`src/hw/repeater_pkg.sv`:
```
/*
  Constants and carrier types for the fibre bus repeater controller.
  Assumes a single 200 MHz clock and an APB register port.
*/
// Functional notes
// - Idle timeout 5, 10, 20 s or 65535 bits
// - Without extension, fault limit one to eight
// - With extension, limit 31/63/127/255, default 31
// - Qualify switch: alarm only on local faults
// - Line end ignores missing second channel
// - Focal point breaks ring as line end
// - Electrical data retimed, sent on channel one
// - Channel two data to electrical and channel one
// - Responses forwarded in reverse direction
// - Focal point sends both channels on fault
// - All links up: link lamps on, local fault off
// - Multidrop fault stops traffic beyond it
// - Bus active when rate known and frames arrive
// - Rate found from start delimiters, restarts
// - Default alarm on local and remote faults
// - Focal point flashes power indicator
package repeater_pkg;
  localparam int unsigned CLK_HZ = 200000000;
  localparam int unsigned IDLE_SEC_0 = 5;
  localparam int unsigned IDLE_SEC_1 = 10;
  localparam int unsigned IDLE_SEC_2 = 20;
  localparam int unsigned IDLE_BITS = 65535;
  localparam int unsigned FLASH_MS = 250;
  localparam int unsigned FLASH_CYC = CLK_HZ / 1000 * FLASH_MS;
  localparam int unsigned ACT_CYC = CLK_HZ / 1000 * 50;
  localparam int unsigned FIFO_DEPTH = 32;
  localparam int unsigned EXT_LIMIT_0 = 31;
  localparam int unsigned EXT_LIMIT_1 = 63;
  localparam int unsigned EXT_LIMIT_2 = 127;
  localparam int unsigned EXT_LIMIT_3 = 255;
  localparam logic [7:0] SD1 = 8'h10;
  localparam logic [7:0] SD2 = 8'h68;
  localparam logic [7:0] SD3 = 8'hA2;
  localparam logic [7:0] SD4 = 8'hDC;
  localparam logic [11:0] ADDR_CONFIG = 12'h000;
  localparam logic [11:0] ADDR_STATUS = 12'h004;
  localparam logic [11:0] ADDR_RATE = 12'h008;
  localparam logic [11:0] ADDR_FAULTS = 12'h00C;
  localparam logic [11:0] ADDR_TX = 12'h010;
  localparam logic [11:0] ADDR_RX = 12'h014;
  localparam logic [31:0] CONFIG_RESET = 32'h0000_0002;
  localparam int unsigned CFG_QUALIFY = 0;
  localparam int unsigned CFG_EXTENDED = 1;
  localparam int unsigned CFG_LIMIT_LO = 2;
  localparam int unsigned CFG_LINE_END = 5;
  localparam int unsigned CFG_FOCAL = 6;
  localparam int unsigned CFG_IDLE_LO = 7;
  typedef enum logic [1:0] {IDLE_5S = 2'h0, IDLE_10S = 2'h1, IDLE_20S = 2'h2,
                            IDLE_BITS_SEL = 2'h3} idle_sel_e;
  typedef struct packed {
    idle_sel_e idle_sel;
    logic focal;
    logic line_end;
    logic [2:0] limit_sel;
    logic extended;
    logic qualify;
  } config_s;
  typedef struct packed {
    logic valid;
    logic [1:0] src;
    logic [7:0] data;
  } frame_byte_s;
  localparam logic [1:0] SRC_ELEC = 2'h0;
  localparam logic [1:0] SRC_CH1 = 2'h1;
  localparam logic [1:0] SRC_CH2 = 2'h2;
endpackage : repeater_pkg

```
`src/hw/byte_fifo.sv`:
```
/*
  Synchronous FIFO holding received bytes on their way to the outputs.
  Assumes one clock; read data come out of a register.
*/
`timescale 1ns/1ps
module byte_fifo #(
  parameter int unsigned WIDTH = 10,
  parameter int unsigned DEPTH = 32
) (
  // Clock and reset.
  input wire logic pclk,
  input wire logic presetn,
  // Filling side.
  input wire logic in_valid,
  output logic in_ready,
  input wire logic [WIDTH-1:0] in_data,
  // Draining side.
  output logic out_valid,
  input wire logic out_ready,
  output logic [WIDTH-1:0] out_data
);
  localparam int unsigned AW = $clog2(DEPTH);
  initial begin
    if (DEPTH < 2 || (1 << AW) != DEPTH) $error("byte_fifo depth must be a power of two");
  end
  logic [WIDTH-1:0] mem [DEPTH];
  logic [AW:0] wr_reg;
  logic [AW:0] rd_reg;
  wire full = (wr_reg[AW] != rd_reg[AW]) && (wr_reg[AW-1:0] == rd_reg[AW-1:0]);
  wire stored = (wr_reg != rd_reg);
  wire push = in_valid && in_ready;
  wire pop = stored && (!out_valid || out_ready);
  assign in_ready = !full;
  always_ff @(posedge pclk) begin
    if (push) mem[wr_reg[AW-1:0]] <= in_data;
  end
  always_ff @(posedge pclk or negedge presetn) begin
    if (!presetn) begin
      wr_reg <= '0;
      rd_reg <= '0;
      out_valid <= 1'b0;
      out_data <= '0;
    end else begin
      if (push) wr_reg <= wr_reg + 1'b1;
      if (pop) begin
        rd_reg <= rd_reg + 1'b1;
        out_data <= mem[rd_reg[AW-1:0]];
        out_valid <= 1'b1;
      end else if (out_ready) begin
        out_valid <= 1'b0;
      end
    end
  end
endmodule : byte_fifo

```
`src/hw/rate_supervisor.sv`:
```
/*
  Bit-rate supervision: idle timeout and faulty-frame limit.
  Assumes frame starts and bit ticks are one-cycle pulses in pclk's domain.
*/
`timescale 1ns/1ps
module rate_supervisor #(
  parameter int unsigned IDLE_BASE_CYC = repeater_pkg::CLK_HZ * repeater_pkg::IDLE_SEC_0
) (
  // Clock and reset.
  input wire logic pclk,
  input wire logic presetn,
  // Settings.
  input wire repeater_pkg::config_s cfg,
  // Events.
  input wire logic rate_lock,
  input wire logic frame_ok,
  input wire logic frame_bad,
  input wire logic bit_tick,
  // State.
  output logic identified,
  output logic [7:0] fault_count
);
  logic [33:0] idle_reg;
  logic [33:0] idle_limit;
  logic [7:0] limit;
  always_comb begin
    case (cfg.idle_sel)
      repeater_pkg::IDLE_5S: idle_limit = 34'(IDLE_BASE_CYC);
      repeater_pkg::IDLE_10S: idle_limit = 34'(IDLE_BASE_CYC) * 34'd2;
      repeater_pkg::IDLE_20S: idle_limit = 34'(IDLE_BASE_CYC) * 34'd4;
      default: idle_limit = 34'(repeater_pkg::IDLE_BITS);
    endcase
  end
  always_comb begin
    if (cfg.extended) begin
      case (cfg.limit_sel[1:0])
        2'h0: limit = 8'(repeater_pkg::EXT_LIMIT_0);
        2'h1: limit = 8'(repeater_pkg::EXT_LIMIT_1);
        2'h2: limit = 8'(repeater_pkg::EXT_LIMIT_2);
        default: limit = 8'(repeater_pkg::EXT_LIMIT_3);
      endcase
    end else begin
      limit = {5'h00, cfg.limit_sel} + 8'h01;
    end
  end
  wire idle_tick = (cfg.idle_sel == repeater_pkg::IDLE_BITS_SEL) ? bit_tick : 1'b1;
  wire timeout = identified && (idle_reg >= idle_limit - 34'd1) && idle_tick;
  wire too_many = identified && frame_bad && (fault_count + 8'h01 >= limit);
  always_ff @(posedge pclk or negedge presetn) begin
    if (!presetn) begin
      identified <= 1'b0;
      fault_count <= 8'h00;
      idle_reg <= '0;
    end else begin
      if (!identified || frame_ok || frame_bad) idle_reg <= '0;
      else if (idle_tick) idle_reg <= idle_reg + 34'd1;
      if (timeout || too_many) begin
        identified <= 1'b0;
        fault_count <= 8'h00;
      end else if (!identified) begin
        identified <= rate_lock;
        fault_count <= 8'h00;
      end else if (frame_ok) begin
        fault_count <= 8'h00;
      end else if (frame_bad) begin
        fault_count <= fault_count + 8'h01;
      end
    end
  end
endmodule : rate_supervisor

```
`src/hw/repeater_ctrl.sv`:
```
/*
  Top of the repeater controller: receives bytes from the electrical port
  and both fibre channels, forwards them by role, supervises the bit rate,
  drives indicators and the alarm relay, and offers APB registers.
  Assumes byte receivers in front of it; their strobes come from pins and
  are synchronised here, so a strobe must last at least three clocks.
*/
`timescale 1ns/1ps
module repeater_ctrl #(
  parameter int unsigned IDLE_BASE_CYC = repeater_pkg::CLK_HZ * repeater_pkg::IDLE_SEC_0,
  parameter int unsigned FLASH_CYC = repeater_pkg::FLASH_CYC,
  parameter int unsigned FIFO_DEPTH = repeater_pkg::FIFO_DEPTH
) (
  // APB.
  input wire logic pclk,
  input wire logic presetn,
  input wire logic psel,
  input wire logic penable,
  input wire logic pwrite,
  input wire logic [11:0] paddr,
  input wire logic [31:0] pwdata,
  output logic [31:0] prdata,
  output logic pready,
  output logic pslverr,
  // Received bytes and link state from pins.
  input wire logic elec_rx_stb,
  input wire logic fibre_one_rx_stb,
  input wire logic fibre_two_rx_stb,
  input wire logic [7:0] elec_rx_data,
  input wire logic [7:0] fibre_one_rx_data,
  input wire logic [7:0] fibre_two_rx_data,
  input wire logic fibre_one_link_in,
  input wire logic fibre_two_link_in,
  input wire logic remote_fault_in,
  input wire logic [15:0] bit_period_cyc,
  // Forwarded bytes.
  output logic elec_tx_valid,
  output logic fibre_one_tx_valid,
  output logic fibre_two_tx_valid,
  output logic [7:0] tx_data,
  // Indicators and relay.
  output logic fibre_channel_one,
  output logic fibre_channel_two,
  output logic local_link_fault_flag,
  output logic remote_link_fault_flag,
  output logic bus_active,
  output logic power_indicator,
  output logic electrical_rx_indicator,
  output logic optical_rx_indicator,
  output logic alarm_relay
);
  initial begin
    if (FIFO_DEPTH < 2) $error("repeater_ctrl fifo depth too small");
  end

  // Two-stage synchronisers; the first stage feeds only the second.
  logic [5:0] sync1_reg;
  logic [5:0] sync2_reg;
  logic [2:0] stb_prev_reg;
  wire [5:0] raw_in = {remote_fault_in, fibre_two_link_in, fibre_one_link_in,
                       fibre_two_rx_stb, fibre_one_rx_stb, elec_rx_stb};
  always_ff @(posedge pclk or negedge presetn) begin
    if (!presetn) begin
      sync1_reg <= 6'h00;
      sync2_reg <= 6'h00;
      stb_prev_reg <= 3'h0;
    end else begin
      sync1_reg <= raw_in;
      sync2_reg <= sync1_reg;
      stb_prev_reg <= sync2_reg[2:0];
    end
  end
  // Data buses are sampled when the synchronised strobe rises; they must be stable by then.
  wire [2:0] rx_rise = sync2_reg[2:0] & ~stb_prev_reg;
  wire link_one = sync2_reg[3];
  wire link_two = sync2_reg[4];
  wire remote_fault = sync2_reg[5];

  // Configuration register.
  repeater_pkg::config_s cfg_reg;
  logic [7:0] fifo_drops_reg;

  // Select one received byte per cycle; the electrical port has priority.
  repeater_pkg::frame_byte_s rx_sel;
  always_comb begin
    rx_sel = '0;
    if (rx_rise[0]) rx_sel = '{valid: 1'b1, src: repeater_pkg::SRC_ELEC, data: elec_rx_data};
    else if (rx_rise[2])
      rx_sel = '{valid: 1'b1, src: repeater_pkg::SRC_CH2, data: fibre_two_rx_data};
    else if (rx_rise[1])
      rx_sel = '{valid: 1'b1, src: repeater_pkg::SRC_CH1, data: fibre_one_rx_data};
  end

  // Rate detection by start delimiters on any interface.
  logic in_frame_reg;
  logic [15:0] gap_reg;
  logic [15:0] bit_reg;
  wire is_sd = (rx_sel.data == repeater_pkg::SD1) || (rx_sel.data == repeater_pkg::SD2) ||
               (rx_sel.data == repeater_pkg::SD3) || (rx_sel.data == repeater_pkg::SD4);
  wire frame_start = rx_sel.valid && !in_frame_reg;
  wire frame_ok = frame_start && is_sd;
  wire frame_bad = frame_start && !is_sd;
  wire bit_tick = (bit_reg == 16'h0000);
  logic identified;
  logic [7:0] fault_count;
  rate_supervisor #(.IDLE_BASE_CYC(IDLE_BASE_CYC)) u_sup (
    .pclk(pclk),
    .presetn(presetn),
    .cfg(cfg_reg),
    .rate_lock(frame_ok),
    .frame_ok(frame_ok),
    .frame_bad(frame_bad),
    .bit_tick(bit_tick),
    .identified(identified),
    .fault_count(fault_count)
  );
  // A frame ends after eleven idle bit periods (one character time).
  always_ff @(posedge pclk or negedge presetn) begin
    if (!presetn) begin
      in_frame_reg <= 1'b0;
      gap_reg <= 16'h0000;
      bit_reg <= 16'h0000;
    end else begin
      bit_reg <= bit_tick ? bit_period_cyc : bit_reg - 16'h0001;
      if (rx_sel.valid) begin
        in_frame_reg <= 1'b1;
        gap_reg <= 16'h0000;
      end else if (bit_tick && in_frame_reg) begin
        gap_reg <= gap_reg + 16'h0001;
        if (gap_reg >= 16'd10) in_frame_reg <= 1'b0;
      end
    end
  end

  // Received bytes queue in the FIFO; a full FIFO drops and counts.
  logic fifo_in_ready;
  logic fifo_out_valid;
  logic [9:0] fifo_out_data;
  wire [1:0] out_src = fifo_out_data[9:8];
  byte_fifo #(.WIDTH(10), .DEPTH(FIFO_DEPTH)) u_fifo (
    .pclk(pclk),
    .presetn(presetn),
    .in_valid(rx_sel.valid && identified),
    .in_ready(fifo_in_ready),
    .in_data({rx_sel.src, rx_sel.data}),
    .out_valid(fifo_out_valid),
    .out_ready(1'b1),
    .out_data(fifo_out_data)
  );

  // Link faults and routing.
  wire two_needed = !cfg_reg.line_end;
  wire local_fault = !link_one || (two_needed && !link_two);
  wire ring_broken = cfg_reg.focal && (local_fault || remote_fault);
  logic to_elec;
  logic to_one;
  logic to_two;
  always_comb begin
    to_elec = 1'b0;
    to_one = 1'b0;
    to_two = 1'b0;
    case (out_src)
      repeater_pkg::SRC_ELEC: begin
        to_one = link_one;
        to_two = ring_broken && link_two;
      end
      repeater_pkg::SRC_CH2: begin
        to_elec = 1'b1;
        to_one = link_one && !cfg_reg.focal;
      end
      repeater_pkg::SRC_CH1: begin
        to_elec = 1'b1;
        to_two = link_two && (!cfg_reg.focal || ring_broken);
      end
      default: begin
        to_elec = 1'b0;
      end
    endcase
  end

  // Indicator timers.
  logic [31:0] flash_reg;
  logic flash_phase_reg;
  logic [31:0] elec_act_reg;
  logic [31:0] opt_act_reg;
  always_ff @(posedge pclk or negedge presetn) begin
    if (!presetn) begin
      flash_reg <= 32'h0000_0000;
      flash_phase_reg <= 1'b1;
      elec_act_reg <= 32'h0000_0000;
      opt_act_reg <= 32'h0000_0000;
    end else begin
      // Parked in the lit phase while not focal, so the first dark phase is never cut short.
      if (!cfg_reg.focal) begin
        flash_reg <= 32'h0000_0000;
        flash_phase_reg <= 1'b1;
      end else if (flash_reg >= FLASH_CYC - 1) begin
        flash_reg <= 32'h0000_0000;
        flash_phase_reg <= !flash_phase_reg;
      end else begin
        flash_reg <= flash_reg + 32'h0000_0001;
      end
      if (rx_rise[0]) elec_act_reg <= 32'(repeater_pkg::ACT_CYC);
      else if (elec_act_reg != 32'h0000_0000) elec_act_reg <= elec_act_reg - 32'h0000_0001;
      if (rx_rise[1] || rx_rise[2]) opt_act_reg <= 32'(repeater_pkg::ACT_CYC);
      else if (opt_act_reg != 32'h0000_0000) opt_act_reg <= opt_act_reg - 32'h0000_0001;
    end
  end

  // Registered outputs.
  always_ff @(posedge pclk or negedge presetn) begin
    if (!presetn) begin
      elec_tx_valid <= 1'b0;
      fibre_one_tx_valid <= 1'b0;
      fibre_two_tx_valid <= 1'b0;
      tx_data <= 8'h00;
      fibre_channel_one <= 1'b0;
      fibre_channel_two <= 1'b0;
      local_link_fault_flag <= 1'b0;
      remote_link_fault_flag <= 1'b0;
      bus_active <= 1'b0;
      power_indicator <= 1'b0;
      electrical_rx_indicator <= 1'b0;
      optical_rx_indicator <= 1'b0;
      alarm_relay <= 1'b0;
    end else begin
      elec_tx_valid <= fifo_out_valid && to_elec;
      fibre_one_tx_valid <= fifo_out_valid && to_one;
      fibre_two_tx_valid <= fifo_out_valid && to_two;
      tx_data <= fifo_out_data[7:0];
      fibre_channel_one <= link_one;
      fibre_channel_two <= link_two;
      local_link_fault_flag <= local_fault;
      remote_link_fault_flag <= remote_fault;
      // Identification lapses after the idle time, so it also means frames keep arriving.
      bus_active <= identified;
      power_indicator <= cfg_reg.focal ? flash_phase_reg : 1'b1;
      electrical_rx_indicator <= elec_act_reg != 32'h0000_0000;
      optical_rx_indicator <= opt_act_reg != 32'h0000_0000;
      alarm_relay <= local_fault || (!cfg_reg.qualify && remote_fault);
    end
  end

  // APB slave: zero wait states, unmapped reads return zero with an error.
  wire access = psel && penable;
  wire hit_cfg = paddr == repeater_pkg::ADDR_CONFIG;
  wire hit_status = paddr == repeater_pkg::ADDR_STATUS;
  wire hit_rate = paddr == repeater_pkg::ADDR_RATE;
  wire hit_faults = paddr == repeater_pkg::ADDR_FAULTS;
  wire mapped = hit_cfg || hit_status || hit_rate || hit_faults;
  wire [31:0] status_word = {23'h000000, alarm_relay, bus_active, identified,
                             remote_fault, local_fault, link_two, link_one, ring_broken};
  wire [31:0] read_word = hit_cfg ? {23'h000000, cfg_reg} :
                          hit_status ? status_word :
                          hit_rate ? {16'h0000, bit_period_cyc} :
                          hit_faults ? {16'h0000, fifo_drops_reg, fault_count} : 32'h0000_0000;
  always_ff @(posedge pclk or negedge presetn) begin
    if (!presetn) begin
      cfg_reg <= repeater_pkg::config_s'(repeater_pkg::CONFIG_RESET[8:0]);
      fifo_drops_reg <= 8'h00;
      prdata <= 32'h0000_0000;
      pready <= 1'b0;
      pslverr <= 1'b0;
    end else begin
      pready <= psel && !penable;
      pslverr <= psel && !penable && !mapped;
      if (psel && !penable) prdata <= read_word;
      if (access && pwrite && hit_cfg && pready) cfg_reg <= repeater_pkg::config_s'(pwdata[8:0]);
      if (rx_sel.valid && identified && !fifo_in_ready && fifo_drops_reg != 8'hFF)
        fifo_drops_reg <= fifo_drops_reg + 8'h01;
    end
  end
endmodule : repeater_ctrl

```
`config.mk`:
```
export PLATFORM = sky130hd
export DESIGN_NAME = repeater_ctrl
export DESIGN_NICKNAME = d
export VERILOG_FILES = /design/src/hw/repeater_pkg.sv /design/src/hw/byte_fifo.sv /design/src/hw/rate_supervisor.sv /design/src/hw/repeater_ctrl.sv
export SDC_FILE = /design/constraint.sdc
export NUM_CORES = 1
export LEC_CHECK = 0
export BUFFER_PORTS_ARGS = -buffer_cell sky130_fd_sc_hd__buf_2
export CAP_MARGIN = 40
export CELL_PAD_IN_SITES_DETAIL_PLACEMENT = 0
export CELL_PAD_IN_SITES_GLOBAL_PLACEMENT = 2
export CORE_MARGIN = 1
export CORE_UTILIZATION = 40
export DETAILED_ROUTE_END_ITERATION = 8
export PLACE_DENSITY_LB_ADDON = 0.1
export SYNTH_ARGS = -nofsm -noshare
export SYNTH_HDL_FRONTEND = slang
export SYNTH_SLANG_ARGS = --single-unit
```
`constraint.sdc`:
```
create_clock -name pclk -period 5 [get_ports pclk]
set_input_delay 0.5 -clock pclk [delete_from_list [all_inputs] [get_ports pclk]]
set_output_delay 0.5 -clock pclk [all_outputs]
set_load 0.005 [all_outputs]
```
==> summary.txt <==
Critical-path top delay cell: nor4_2
CP Cell Sequence: nand2b_1 > buf_4 > nand3_1 > inv_1 > buf_4 > a221o_1 > buf_4 > nand3b_1 > a21oi_1 > nor4_2 > a21o_1 > nor2_1
post-synthesis mux area share: 10.1%
diode count: 0
Die Width: 256 microns
status: finished clean
R2R Setup Slk: 1250 ps
main combinational cell family by area after synthesis: simple AND/OR/NAND/NOR gates
FMAX: 267 MHz
via-per-instance ratio: 5.13
vias in the first global route: 15,583
Detail Placement HPWL: 39,100 microns
Post-synth EDFFs: 320
Skew-Pair Late Insertion Delay: 600 ps
Seq/Total Area, Yosys: 63.1%
final core occ: 47.3%
unrepaired setup endpoints after global routing: no
peak supply drop: 0.220 mV
Total Wirelength: 58,900 microns
CTS tree: done
Primary FF master, synth: edfxtp_1
Yosys top cell area share: 37.3%
largest cells by area after synthesis: edfxtp_1 (37%), dfrtp_1 (26%), mux4_2 (9.4%)
Synth area leader: edfxtp_1
layout cell share with drive strength beyond 1: 20.7%
synthesized area: 25,800 sq um
WP data arrival: 4220 ps
antenna violations before repair: 0
simple-gate portion of the synthesized area: 12.4%
#FFs+latches synth: 586
first-pass GRT wire length: 93,000 microns
Initial Utilization: 40.7%
largest net degree at the start of global routing: 111
post-synthesis compound-gate area fraction: 4.29%
post-synthesis xor/xnor area fraction: 5.10%
H-tree depth: 3
Setup Skew: 23.6 ps
Tmin final: 3750 ps
Max FO, Critical Path: 36
post-synthesis adder-cell area fraction: 2.91%
GRT Overall Usage: 18.4%
Num CTS Buffers: 67
max reg flops: 320
Net Sw Frac: 28.9%
delay of the slowest cell on the worst path: 720 ps
Iteration-0 DRC Markers: 1,057
worst hold-check slack: 43.1 ps
max-slew violations: 0
static leakage power: 11.7 nW
row count: 92
Rel. slew slack: 43.6%
Worst-Margin Slew: 846 ps
Area Overhead vs Synth: 16.1%
fillcell total: 5,684
Seq. cell area: 16,300 sq um
area of the multi-input gates: 9090 sq um
GRT Residual Overflow: 0
Design Power: 0.0137 W
final RePlAce weighted congestion: 0.777
Int Power: 0.00974 W
Clock Path Buffers: 3
Hold Path Class: input port to flop
clock sinks: 586
die area: 65,400 sq um
total negative setup slack: 0 ps
Mapped Cells: 1,860
clk slew on worst S/H paths: 60 ps
Seq pwr share: 44.1%
Clock power frac: 34.1%
Die Ht: 256 microns
CTS Root Cell: clkbuf_16
cell repeated most along the worst path: buf_4
MaxCap Viol Count: 0
CP Launch Type: flop
hold_buf cts: 6
Warnings, synthesis: 0
core area: 63,300 sq um
Vias: 15,181
Net Switching: 0.00396 W
Final Hold Viols: 0
Async SR Flop Fraction: 45.4%
fin nets: 2,216
CP required: 5470 ps
Synth Area per Inst: 13.9 sq um
DRC: 0
setup violators final: 0
combinational power share: 21.8%
Cell variety after synth: 72
wire per inst: 19.9 microns
Worst setup EP type: flop
Crit Path Class: flop to flop
Post-DRT Antenna Nets: 0
IO Pins: 149
router iterations before antenna repair: 5
Post-CTS Resized: 0
Final period util: 74.9%
I/O Buffers: 109
Power Density: 458 nW/um^2
setup bufs post-CTS: 0
cells by family (layout without fill, tap and decap cells):
kind of cell	Yosys count	after routing
AND/OR/NAND/NOR	634	634
flip-flops	586	586
AO/OA/AOI/OAI	181	181
XOR/XNOR	150	150
multiplexers	126	126
buffers and inverters	122	353
adder cells (fa/ha/maj)	60	60
other	1	22
critical path: cells and delay by family, from the launching register on:
family	cells	cell delay [ps]
flip-flops	1	440
AND/OR/NAND/NOR	5	1350
AO/OA/AOI/OAI	3	740
buffers and inverters	4	1060
area by class of cell:
cell class / instances / share of cell area, %
well taps: 846 / 3.54
inverters: 42 / 0.527
clock buffers: 90 / 6.06
repair buffers: 191 / 4.22
clock inverters: 30 / 0.891
flip-flops and latches: 586 / 54.4
multi-input cells: 1173 / 30.4
power groups by stage:
stage	clock (W)	combinational [W]	sequential (W)
final	0.00467	0.00299	0.00604
after CTS	0.00481	0.00307	0.00605
after global placement	0	0.00303	0.00613
after global routing	0.00501	0.00325	0.00611
after detailed placement	0	0.00306	0.00614
after floorplan	0	0.00214	0.00587
synthesized netlist by cell type (all sizes together), types with 42 or more instances:
cell and n:
a21oi 56, clkbuf 43, dfrtp 264, edfxtp 320
ha 60, inv 42, mux4 107, nand2 126
nand3 54, nor2 240, o21ai 62, xnor2 79
xor2 71
worst paths after layout:
kind	from	end	cells past startpoint
setup / recovery	stb_prev_reg[0]	u_sup.fault_count[1]	12
hold / removal	remote_fault_in	sync1_reg[5]	1
setup reg to reg	stb_prev_reg[0]	u_sup.fault_count[1]	12
hold reg to reg	sync1_reg[0]	sync2_reg[0]	0
max in group asynchronous	presetn	u_fifo.rd_reg[0]	3
min in group asynchronous	presetn	u_sup.idle_reg[26]	2
layout by cell type, fill, tap and decap left out, drive strengths merged, types with 5 or more instances in the layout:
cell type    netlist  layout
a21oi             56      56
dfrtp            264     264
and3              15      15
nor3              26      26
xnor2             79      79
nor2             240     240
ha                60      60
nand3b             5       5
edfxtp           320     320
o21ai             62      62
a21o              16      16
conb               1      22
nand3             54      54
xor2              71      71
and2               9       9
clkbuf            43      90
mux2               6       6
dlygate4sd3        0       6
or2                9       9
clkinv             0      24
nand4             35      35
or3               23      23
a22oi             10      10
mux2i             13      13
a211oi             6       6
inv               42      45
nand2            126     126
mux4             107     107
and3b              8       8
buf               37     185
and4               7       7
a31oi             10      10
or4                8       8
nor2b              8       8
nand2b            12      12
nor4              33      33
metrics by stage:
| stage | instance area [sq um] | setup slack [ps] | cells |
|---|---|---|---|
| global placement | 27700 | 1250 | 2828 |
| global route | 29900 | 905 | 2958 |
| floorplan | 25800 | 1650 | 1881 |
| detailed placement | 27800 | 1180 | 2832 |
| CTS | 29900 | 1140 | 2958 |
| finish | 29900 | 1250 | 2958 |
layer usage:
layer | up-vias | GRT usage, % | wire (microns) | share of wire [%]
met5 | - | 0 | 0 | 0
met2 | 257 | 29.6 | 27600 | 47
met4 | 0 | 4.76 | 1210 | 2.1
li1 | 7230 | - | - | -
met3 | 83 | 3.34 | 2380 | 4.0
met1 | 7611 | 25.9 | 27700 | 47
No activity file was read; power rests on OpenSTA's default activity.
